==> config.mk <==
export PLATFORM = sky130hd
export DESIGN_NAME = ird_core
export DESIGN_NICKNAME = d
export VERILOG_FILES = /design/src/ird_pkg.sv /design/src/ird_phase_gen.sv /design/src/ird_core.sv
export SDC_FILE = /design/constraint.sdc
export NUM_CORES = 1
export LEC_CHECK = 0
export ABC_AREA = 0
export BUFFER_PORTS_ARGS = -buffer_cell sky130_fd_sc_hd__buf_2
export CAP_MARGIN = 20
export CORE_UTILIZATION = 49
export CTS_BUF_LIST = sky130_fd_sc_hd__clkbuf_8
export CTS_CLUSTER_DIAMETER = 120
export CTS_CLUSTER_SIZE = 16
export DETAILED_ROUTE_END_ITERATION = 10
export PLACE_DENSITY = 0.82
export SLEW_MARGIN = 25
export SYNTH_ARGS = -nofsm -noshare
export SYNTH_HDL_FRONTEND = slang
export SYNTH_SLANG_ARGS = --single-unit
==> constraint.sdc <==
create_clock -name REF_CLK -period 1.9 [get_ports REF_CLK]
set_input_delay 0.38 -clock REF_CLK [delete_from_list [all_inputs] [get_ports REF_CLK]]
set_output_delay 0.38 -clock REF_CLK [all_outputs]
set_load 0.005 [all_outputs]
==> src/ird_pkg.sv <==
// Constants for the interrupt-return decode block.
// Assumes a 14-bit instruction word and an 8-bit interrupt control register.
package ird_pkg;
  // ==========================================================================
  // Instruction encodings
  localparam int INSN_W = 14;
  localparam logic [13:0] RET_IRQ_OPCODE = 14'h0009;
  localparam logic [13:0] STORE_ACC_MASK = 14'h3F80;
  localparam logic [13:0] STORE_ACC_MATCH = 14'h0080;
  localparam logic [13:0] NOP_MASK = 14'h3F9F;
  localparam logic [13:0] NOP_MATCH = 14'h0000;
  localparam int FILE_ADDR_W = 7;
  // ==========================================================================
  // Register layout
  localparam int DATA_W = 8;
  localparam int IRQ_ENABLE_BIT = 7;
  localparam logic [7:0] CTRL_RESET = 8'h00;
  // ==========================================================================
  // Phase encoding and cycle counts
  localparam logic [1:0] PHASE_Q1 = 2'h0;
  localparam logic [1:0] PHASE_Q3 = 2'h2;
  localparam logic [1:0] PHASE_Q4 = 2'h3;
  localparam int RET_IRQ_CYCLES = 2;
  typedef enum logic [1:0] {
    IRD_OP_OTHER,
    IRD_OP_RET_IRQ,
    IRD_OP_STORE_ACC,
    IRD_OP_NOP
  } ird_op_e;
endpackage : ird_pkg

==> src/ird_phase_gen.sv <==
// Four-phase generator that splits each instruction cycle into Q1..Q4.
// Assumes one free-running clock; one clock per phase.
`timescale 1ns/10ps
`default_nettype none
module ird_phase_gen (
  // Clock and reset
  input wire logic clk,
  input wire logic reset_n,
  // Phase outputs
  output logic [1:0] phase,
  output logic cycle_start
);
  logic [1:0] next_phase;

  // ==========================================================================
  // Phase counter
  // Wraps every four clocks; Q1 marks the start of an instruction cycle
  always_comb begin
    next_phase = phase + 2'h1;
  end

  always_ff @(posedge clk or negedge reset_n) begin
    if (!reset_n) begin
      phase <= ird_pkg::PHASE_Q4;
    end else begin
      phase <= next_phase;
    end
  end

  assign cycle_start = (phase == ird_pkg::PHASE_Q1);
endmodule : ird_phase_gen
`default_nettype wire

==> src/ird_core.sv <==
// Decode and execution control for the return-from-interrupt instruction.
// Assumes the fetch unit presents a stable word for the whole cycle, and
// that the return stack is outside and shows its top entry combinationally.
`timescale 1ns/10ps
`default_nettype none
module ird_core #(
  parameter int PC_W = 13
) (
  // Clock and reset
  input wire logic REF_CLK,
  input wire logic RESET_N,
  // Instruction, return stack and accumulator
  input wire logic [13:0] INSN_WORD,
  input wire logic [PC_W-1:0] STACK_TOP_ENTRY,
  input wire logic [7:0] ACCUMULATOR,
  // Program counter, stack control and phase
  output logic [PC_W-1:0] PROGRAM_COUNTER,
  output logic STACK_POP,
  output logic [1:0] PHASE,
  output logic PIPE_FLUSH,
  // Interrupt control register
  output logic [7:0] INTERRUPT_CONTROL_REG,
  output logic GLOBAL_IRQ_ENABLE,
  // Register-store request
  output logic FILE_WRITE,
  output logic [6:0] FILE_ADDR,
  output logic [7:0] FILE_DATA
);
  logic [1:0] phase;
  logic cycle_start;
  ird_pkg::ird_op_e op;
  ird_pkg::ird_op_e next_op;
  logic second_cycle;
  logic next_second_cycle;
  logic [PC_W-1:0] next_pc;
  logic next_pop;
  logic next_flush;
  logic [7:0] next_ctrl;
  logic next_write;
  logic [6:0] next_addr;
  logic [7:0] next_data;
  logic in_q3;
  logic in_q4;
  logic ret_q3;
  logic ret_q4;
  logic store_q4;
  logic idle_q4;

  // ==========================================================================
  // Decode
  function automatic ird_pkg::ird_op_e decode(input logic [13:0] w);
    if (w == ird_pkg::RET_IRQ_OPCODE) begin
      decode = ird_pkg::IRD_OP_RET_IRQ;
    end else if ((w & ird_pkg::STORE_ACC_MASK) == ird_pkg::STORE_ACC_MATCH) begin
      decode = ird_pkg::IRD_OP_STORE_ACC;
    end else if ((w & ird_pkg::NOP_MASK) == ird_pkg::NOP_MATCH) begin
      decode = ird_pkg::IRD_OP_NOP;
    end else begin
      decode = ird_pkg::IRD_OP_OTHER;
    end
  endfunction : decode

  // Next sequential address; wraps silently at the top of program space
  function automatic logic [PC_W-1:0] pc_inc(input logic [PC_W-1:0] pc);
    pc_inc = pc + {{(PC_W-1){1'b0}}, 1'b1};
  endfunction : pc_inc

  ird_phase_gen u_phase (
    .clk(REF_CLK),
    .reset_n(RESET_N),
    .phase(phase),
    .cycle_start(cycle_start)
  );

  // ==========================================================================
  // Phase qualifiers
  // A return acts only in its first cycle; the idle cycle behind it
  // carries a forced no-op, so a stale word there can never act
  assign in_q3 = (phase == ird_pkg::PHASE_Q3);
  assign in_q4 = (phase == ird_pkg::PHASE_Q4);
  assign ret_q3 = (op == ird_pkg::IRD_OP_RET_IRQ) && !second_cycle && in_q3;
  assign ret_q4 = (op == ird_pkg::IRD_OP_RET_IRQ) && !second_cycle && in_q4;
  assign store_q4 = (op == ird_pkg::IRD_OP_STORE_ACC) && in_q4;
  assign idle_q4 = (op == ird_pkg::IRD_OP_NOP) && second_cycle && in_q4;

  // ==========================================================================
  // Instruction sequencing
  // The word fetched behind a return is stale, so its cycle is forced idle.
  // The flag stays up through that whole cycle and drops at its Q4, so the
  // program counter logic can tell a forced idle from a real no-op
  always_comb begin
    next_op = op;
    next_second_cycle = second_cycle;
    if (cycle_start) begin
      if (second_cycle) begin
        next_op = ird_pkg::IRD_OP_NOP;
      end else begin
        next_op = decode(INSN_WORD);
      end
    end
    if (ret_q4) begin
      next_second_cycle = 1'b1;
    end else if (idle_q4) begin
      next_second_cycle = 1'b0;
    end
  end

  // Reset looks like the last clock of an idle cycle, so the first Q4
  // after release does not move the program counter off zero
  always_ff @(posedge REF_CLK or negedge RESET_N) begin
    if (!RESET_N) begin
      op <= ird_pkg::IRD_OP_NOP;
      second_cycle <= 1'b1;
    end else begin
      op <= next_op;
      second_cycle <= next_second_cycle;
    end
  end

  // ==========================================================================
  // Program counter
  // Advances once at the end of every executed cycle. A return loads the
  // popped entry instead, and the forced idle cycle leaves it as loaded
  always_comb begin
    next_pc = PROGRAM_COUNTER;
    if (ret_q4) begin
      next_pc = STACK_TOP_ENTRY;
    end else if (in_q4 && !second_cycle) begin
      next_pc = pc_inc(PROGRAM_COUNTER);
    end
  end

  // Program counter register
  always_ff @(posedge REF_CLK or negedge RESET_N) begin
    if (!RESET_N) begin
      PROGRAM_COUNTER <= '0;
    end else begin
      PROGRAM_COUNTER <= next_pc;
    end
  end

  // ==========================================================================
  // Stack pop and pipeline flush
  // Both pulse for one clock as the return's first cycle ends. The stack
  // sits outside, so the pop is only a strobe; the flush tells fetch to
  // drop the word it took from the old address
  always_comb begin
    next_pop = ret_q4;
    next_flush = ret_q4;
  end

  // Pulse registers
  always_ff @(posedge REF_CLK or negedge RESET_N) begin
    if (!RESET_N) begin
      STACK_POP <= 1'b0;
      PIPE_FLUSH <= 1'b0;
    end else begin
      STACK_POP <= next_pop;
      PIPE_FLUSH <= next_flush;
    end
  end

  // ==========================================================================
  // Interrupt control register
  // Only the enable bit is ever written, and only upward: whatever clears
  // it lives outside this block. Setting it in Q3 means the enable is
  // already up before the pop strobe rises at the end of Q4
  always_comb begin
    next_ctrl = INTERRUPT_CONTROL_REG;
    if (ret_q3) begin
      next_ctrl[ird_pkg::IRQ_ENABLE_BIT] = 1'b1;
    end
  end

  // The level output is a registered copy of the same bit
  always_ff @(posedge REF_CLK or negedge RESET_N) begin
    if (!RESET_N) begin
      INTERRUPT_CONTROL_REG <= ird_pkg::CTRL_RESET;
      GLOBAL_IRQ_ENABLE <= 1'b0;
    end else begin
      INTERRUPT_CONTROL_REG <= next_ctrl;
      GLOBAL_IRQ_ENABLE <= next_ctrl[ird_pkg::IRQ_ENABLE_BIT];
    end
  end

  // ==========================================================================
  // Register-store request
  // Address and data are taken in Q4 while the word is still the store's
  // own; they hold afterwards, and only the write strobe pulses
  always_comb begin
    next_write = store_q4;
    next_addr = FILE_ADDR;
    next_data = FILE_DATA;
    if (store_q4) begin
      next_addr = INSN_WORD[ird_pkg::FILE_ADDR_W-1:0];
      next_data = ACCUMULATOR;
    end
  end

  // Store request registers
  always_ff @(posedge REF_CLK or negedge RESET_N) begin
    if (!RESET_N) begin
      FILE_WRITE <= 1'b0;
      FILE_ADDR <= '0;
      FILE_DATA <= '0;
    end else begin
      FILE_WRITE <= next_write;
      FILE_ADDR <= next_addr;
      FILE_DATA <= next_data;
    end
  end

  // ==========================================================================
  // Phase output
  // A registered copy, so the pin trails the internal phase by one clock
  always_ff @(posedge REF_CLK or negedge RESET_N) begin
    if (!RESET_N) begin
      PHASE <= ird_pkg::PHASE_Q1;
    end else begin
      PHASE <= phase;
    end
  end
endmodule : ird_core
`default_nettype wire

# After elaboration in Yosys (flattened, before gate mapping)
# Index checks and enable logic that the tools add are counted.
word_totals:
  wordCells: 40
  register_bits: 38
  inputBits: 37
op_classes:
  add_sub_neg: 2
  eq_ne: 7
  muxes: 9
  reduce_logical: 12
ops:
  columns: ["op", "count"]
  rows:
  - ["$mux W13", 2]
  - ["$eq A14 B4 Y1 const B", 1]
  - ["$logic_not A14 Y1", 1]
  - ["$add A13 B1 Y13 const B", 1]
  - ["$eq A2 B2 Y1 const B", 4]
  - ["$mux W2", 4]
  - ["$eq A7 B1 Y1 const B", 1]
  - ["$logic_and A1 B1 Y1", 7]
  - ["$reduce_bool A2 Y1", 2]
  - ["$mux W1", 3]
  - ["$add A2 B1 Y2 const B", 1]
  - ["$eq A2 B1 Y1 const B", 1]
  - ["$logic_not A2 Y1", 1]
  - ["$logic_not A1 Y1", 1]

# Logic depth before layout (Yosys ltp)
logic_depth:
  word_depth: 5
  depth_mapped: 6
  mapped_depth_nobuf: 5

# Cells and area by module
# Synthesis repeated with hierarchy kept, for this count alone.
hier_totals:
  cells_unflattened: 207
  area_unflattened_um2: 1854.3
by_module_without_submodules:
  columns: ["mod", "n_inst", "seq_area_each_um2", "area_each_um2", "cells_each"]
  rows:
  - ["ird_core", 1, 904.6, 1781.7, 202]
  - ["ird_phase_gen", 1, 52.6, 72.6, 5]

# Worst setup path before layout
# OpenSTA, ideal clock, no wires.
synth_path:
  kind: "flip-flop to flip-flop"
  startpoint: "register u_phase.phase[1]"
  endpoint: "register FILE_ADDR[5]"
  t_arrival_ps: 1410
  path_buffers: 1
  period_less_slack_ps: 1534
  stages_incl_launch_ff: 5
  setup_ps: 125
  setup_slack_ps: 366
  path_cell_list: "dfstp_2 ha_1 nand3b_1 buf_2 mux2_2"
synth_between:
  elab_chain_cells: 2
synth_lines:
  columns: ["element", "line", "source"]
  rows:
  - ["start, declared", "ird_phase_gen.sv:10", "output logic [1:0] phase,"]
  - ["start signal, assigned", "ird_phase_gen.sv:24", "phase <= ird_pkg::PHASE_Q4;"]
  - ["start signal, assigned", "ird_phase_gen.sv:26", "phase <= next_phase;"]
  - ["$eq A2 B2 Y1", "ird_core.sv:80", "assign in_q4 = (phase == ird_pkg::PHASE_Q4);"]
  - ["$logic_and A1 B1 Y1", "ird_core.sv:83", "assign store_q4 = (op == ird_pkg::IRD_OP_STORE_ACC) && in_q4;"]
  - ["end signal, assigned", "ird_core.sv:208", "FILE_ADDR <= next_addr;"]
  - ["end, declared", "ird_core.sv:26", "output logic [6:0] FILE_ADDR,"]
# No other way between the ends.
# A chain may end at the register's enable or synchronous reset.

# Worst setup path after layout
layout_path:
  startpoint: "register PROGRAM_COUNTER[0]"
  endpoint: "register PROGRAM_COUNTER[8]"
layout_between:
  elab_chain_cells: 3
layout_lines:
  columns: ["element", "line", "source"]
  rows:
  - ["start, declared", "ird_core.sv:17", "output logic [PC_W-1:0] PROGRAM_COUNTER,"]
  - ["start signal, assigned", "ird_core.sv:138", "PROGRAM_COUNTER <= next_pc;"]
  - ["$add A13 B1 Y13", "ird_core.sv:65", "pc_inc = pc + {{(PC_W-1){1'b0}}, 1'b1};"]
  - ["$mux W13", "ird_core.sv:128", "end else if (in_q4 && !second_cycle) begin"]
  - ["$mux W13", "ird_core.sv:126", "if (ret_q4) begin"]
# No other way between the ends. The select of a mux whose other input is x is not followed.

==> metrics.txt <==
CP arrival 1.86 ns; die width about 64 µm; post-CTS setup buffer count 0; antenna viol nets, final 0; RSZ-0062 raised after global routing false; synth unique cells 43; initial drt markers between 100 and 150; crit path cell chain ha_1, nand3_1, or4_1, o21ai_0, a21oi_1; crit path max-delay cell type or4_1; count of input and output buffers around 70; max-cap violations 0; ys flop type dfrtp_1; critical path capture point type register; Post-Syn Area 0.00186 mm²; post-synthesis instance total 188; CP bufs+invs 0; commonest non-fill, non-tap cell in the layout buf_2; worst skew pair latency around 0.29 ns; Layout Cells excl Fill between 300 and 400; final hold vios 0; WS Path Type reg -> reg; post-CTS sizing 0; Sequential Power Share ~44%; Total Neg Setup Slack 0 ns; Pins Over Slew Limit 0; DP Cell Count approximately 300; H-tree Lvls 2; number of synthesized flops with an enable pin 0; placed cell area between 0.002 and 0.0025 mm²; status complete, no violations; Worst Clk Skew 0.00591 ns; initial core utilization approximately 53%; fillers 300; Std-Cell Rows 21; Leakage approximately 1.2 nW; Vias/cell ~5.3; CTS tree yes; 1st-pass router iterations 4; Num CTS Buffers 5; Nets between 300 and 400; gr ovfl total 0; Worst EP required approximately 2.1 ns; Syn. warnings 0; total track usage a little over a fifth; clk sinks 38; RePlAce Congestion between 0.8 and 0.9; clk root buf clkbuf_8; Post-synth ARST share 100%; crit share post-route approximately nine tenths; Worst IR Drop VDD 0.748 mV; largest net degree at the start of global routing 39; pre-CTS WS around 0.27 ns; hpwl dp between 2000 and 3000 µm; number of global-route vias before repair 1489; Core ar. around 0.0035 mm²; Worst-path clk slew approximately 0.070 ns; Tot Pwr ~3.3 mW; DRC 0; critical path launch point type register; fin worst setup slack 0.216 ns; Die Y-Extent about 64 µm; clock network power share a little over a fifth; synthesized area per cell a little under 10 µm²; I/O Pins between 70 and 80; switching share of total power between 30% and 40%; final WL approximately 4000 µm; initial antenna violation count 0; Post-CTS Hold Buffers 0; Top delay family on crit path simple AND/OR/NAND/NOR gates; share of cells above drive strength 1 38.3%; routed len/inst 12.8 µm; most frequent cells in the layout 71 x buf_2, 36 x nand2_1, 33 x dfrtp_1, 13 x a21oi_1, 11 x nor2_1; design area about 0.0024 mm²; Syn-to-layout area delta 26.9%; Tmin final 1.68 ns; slowest stage delay, CP between 0.4 and 0.5 ns; die area around 0.0040 mm²; PD cells between 1000 and 1500 mW/mm²; Max Fclk 0.594 GHz; post-synthesis sequential area ratio about 52%; HP Class in -> async; Via Count around 1700; combinational fraction of design power between 30% and 40%; FF+latch count, synth 38; first-pass GRT wire length around 6500 µm; antenna cells 0; clk buf depth 2; internal power 2.17 mW; Max FO, Critical Path 8; switching power total 1.12 mW; endpoints failing setup 0
[registers in the layout, indices dropped and copies added (netlist names)]
signal             cells
PIPE_FLUSH             1
GLOBAL_IRQ_ENABLE      1
second_cycle           1
PHASE                  2
PROGRAM_COUNTER       13
op                     2
FILE_WRITE             1
FILE_ADDR              7
u_phase.phase          2
FILE_DATA              8
[layout make-up]
cell class / instances / area, µm² / share of cell area (%)
clock buffers: 6 / 82.6 / 3.51
clock inverters: 2 / 33.8 / 1.43
inverters: 8 / 30.0 / 1.28
multi-input cells: 132 / 773 / 32.8
flip-flops and latches: 38 / 957 / 40.6
well taps: 46 / 57.6 / 2.44
repair buffers: 78 / 420 / 17.9
[per-stage QoR]
step,util [%],hold slack [ns]
final,67.9,0.0452
after global routing,67.9,0.0457
after CTS,67.9,0.0463
after detailed placement,64.5,0.358
after global placement,64.5,0.357
after floorplan,-,0.0844
[kinds of logic after synthesis]
kind of cell,count (synthesis),synth area share (%)
adders and majority gates,4,2.70
DFF,38,51.6
muxes,8,4.79
other,1,0.202
and+or+nand+nor,71,18.1
AOI/OAI and AO/OA,42,14.6
buffers and inverters,24,7.96
[synth_stat cells, drive strengths merged, types with 2 or more instances]
master   instances  area [µm²]
o22a             2        17.5
nand4            2        12.5
dfrtp           33         826
mux2             7        78.8
or4              2        15.0
buf             13         106
nor4             2        12.5
o22ai            2        12.5
a221o            2        20.0
nor2b            2        12.5
nand2b           2        12.5
a2bb2oi          3        26.3
nand3            6        35.0
a21oi           13        65.1
inv              7        26.3
clkbuf           3        11.3
nor3             2        10.0
nor2            11        41.3
a31oi            3        18.8
o21ai            9        45.0
nand2           36         135
dfstp            5         131
ha               4        50.1
[worst reg2reg max path: stages (launching register included)]
cell     delay, ns
dfrtp_1       0.43
ha_1          0.22
nand3_1       0.25
or4_1         0.49
o21ai_0       0.10
a21oi_1       0.08
[routing by layer]
| layer | part of all wire [%] | GRT usage [%] | wire, µm |
|---|---|---|---|
| met5 | 0 | 0 | 0 |
| met1 | 41 | 24.7 | 1620 |
| met3 | 6.2 | 5.80 | 247 |
| met2 | 52 | 37.0 | 2050 |
| met4 | 1.2 | 5.97 | 46 |
[worst paths after layout]
check                                                from                              to  slack [ns]  cells after the start
setup / recovery           PROGRAM_COUNTER[0]$_DFFE_PN0P_  PROGRAM_COUNTER[8]$_DFFE_PN0P_        0.22                      5
hold / removal                                    RESET_N        FILE_DATA[0]$_DFFE_PN0P_        0.05                      2
setup reg to reg           PROGRAM_COUNTER[0]$_DFFE_PN0P_  PROGRAM_COUNTER[8]$_DFFE_PN0P_        0.22                      5
hold reg to reg                u_phase.phase[0]$_DFF_PN1_              PHASE[0]$_DFF_PN0_        0.42                      0
max in group asynchronous                         RESET_N               op[0]$_DFFE_PN1N_        1.61                      2
min in group REF_CLK                       ACCUMULATOR[2]        FILE_DATA[2]$_DFFE_PN0P_        0.28                      3
[power groups by stage]
stage	clock, mW	sequential, mW	combinational, mW
final	0.689	1.45	1.15
after CTS	0.707	1.45	1.16
after global routing	0.761	1.51	1.29
after detailed placement	0	1.46	1.15
after global placement	0	1.45	1.12
after floorplan	0	1.45	0.666
Note: power is estimated with default switching activity, not from simulation.
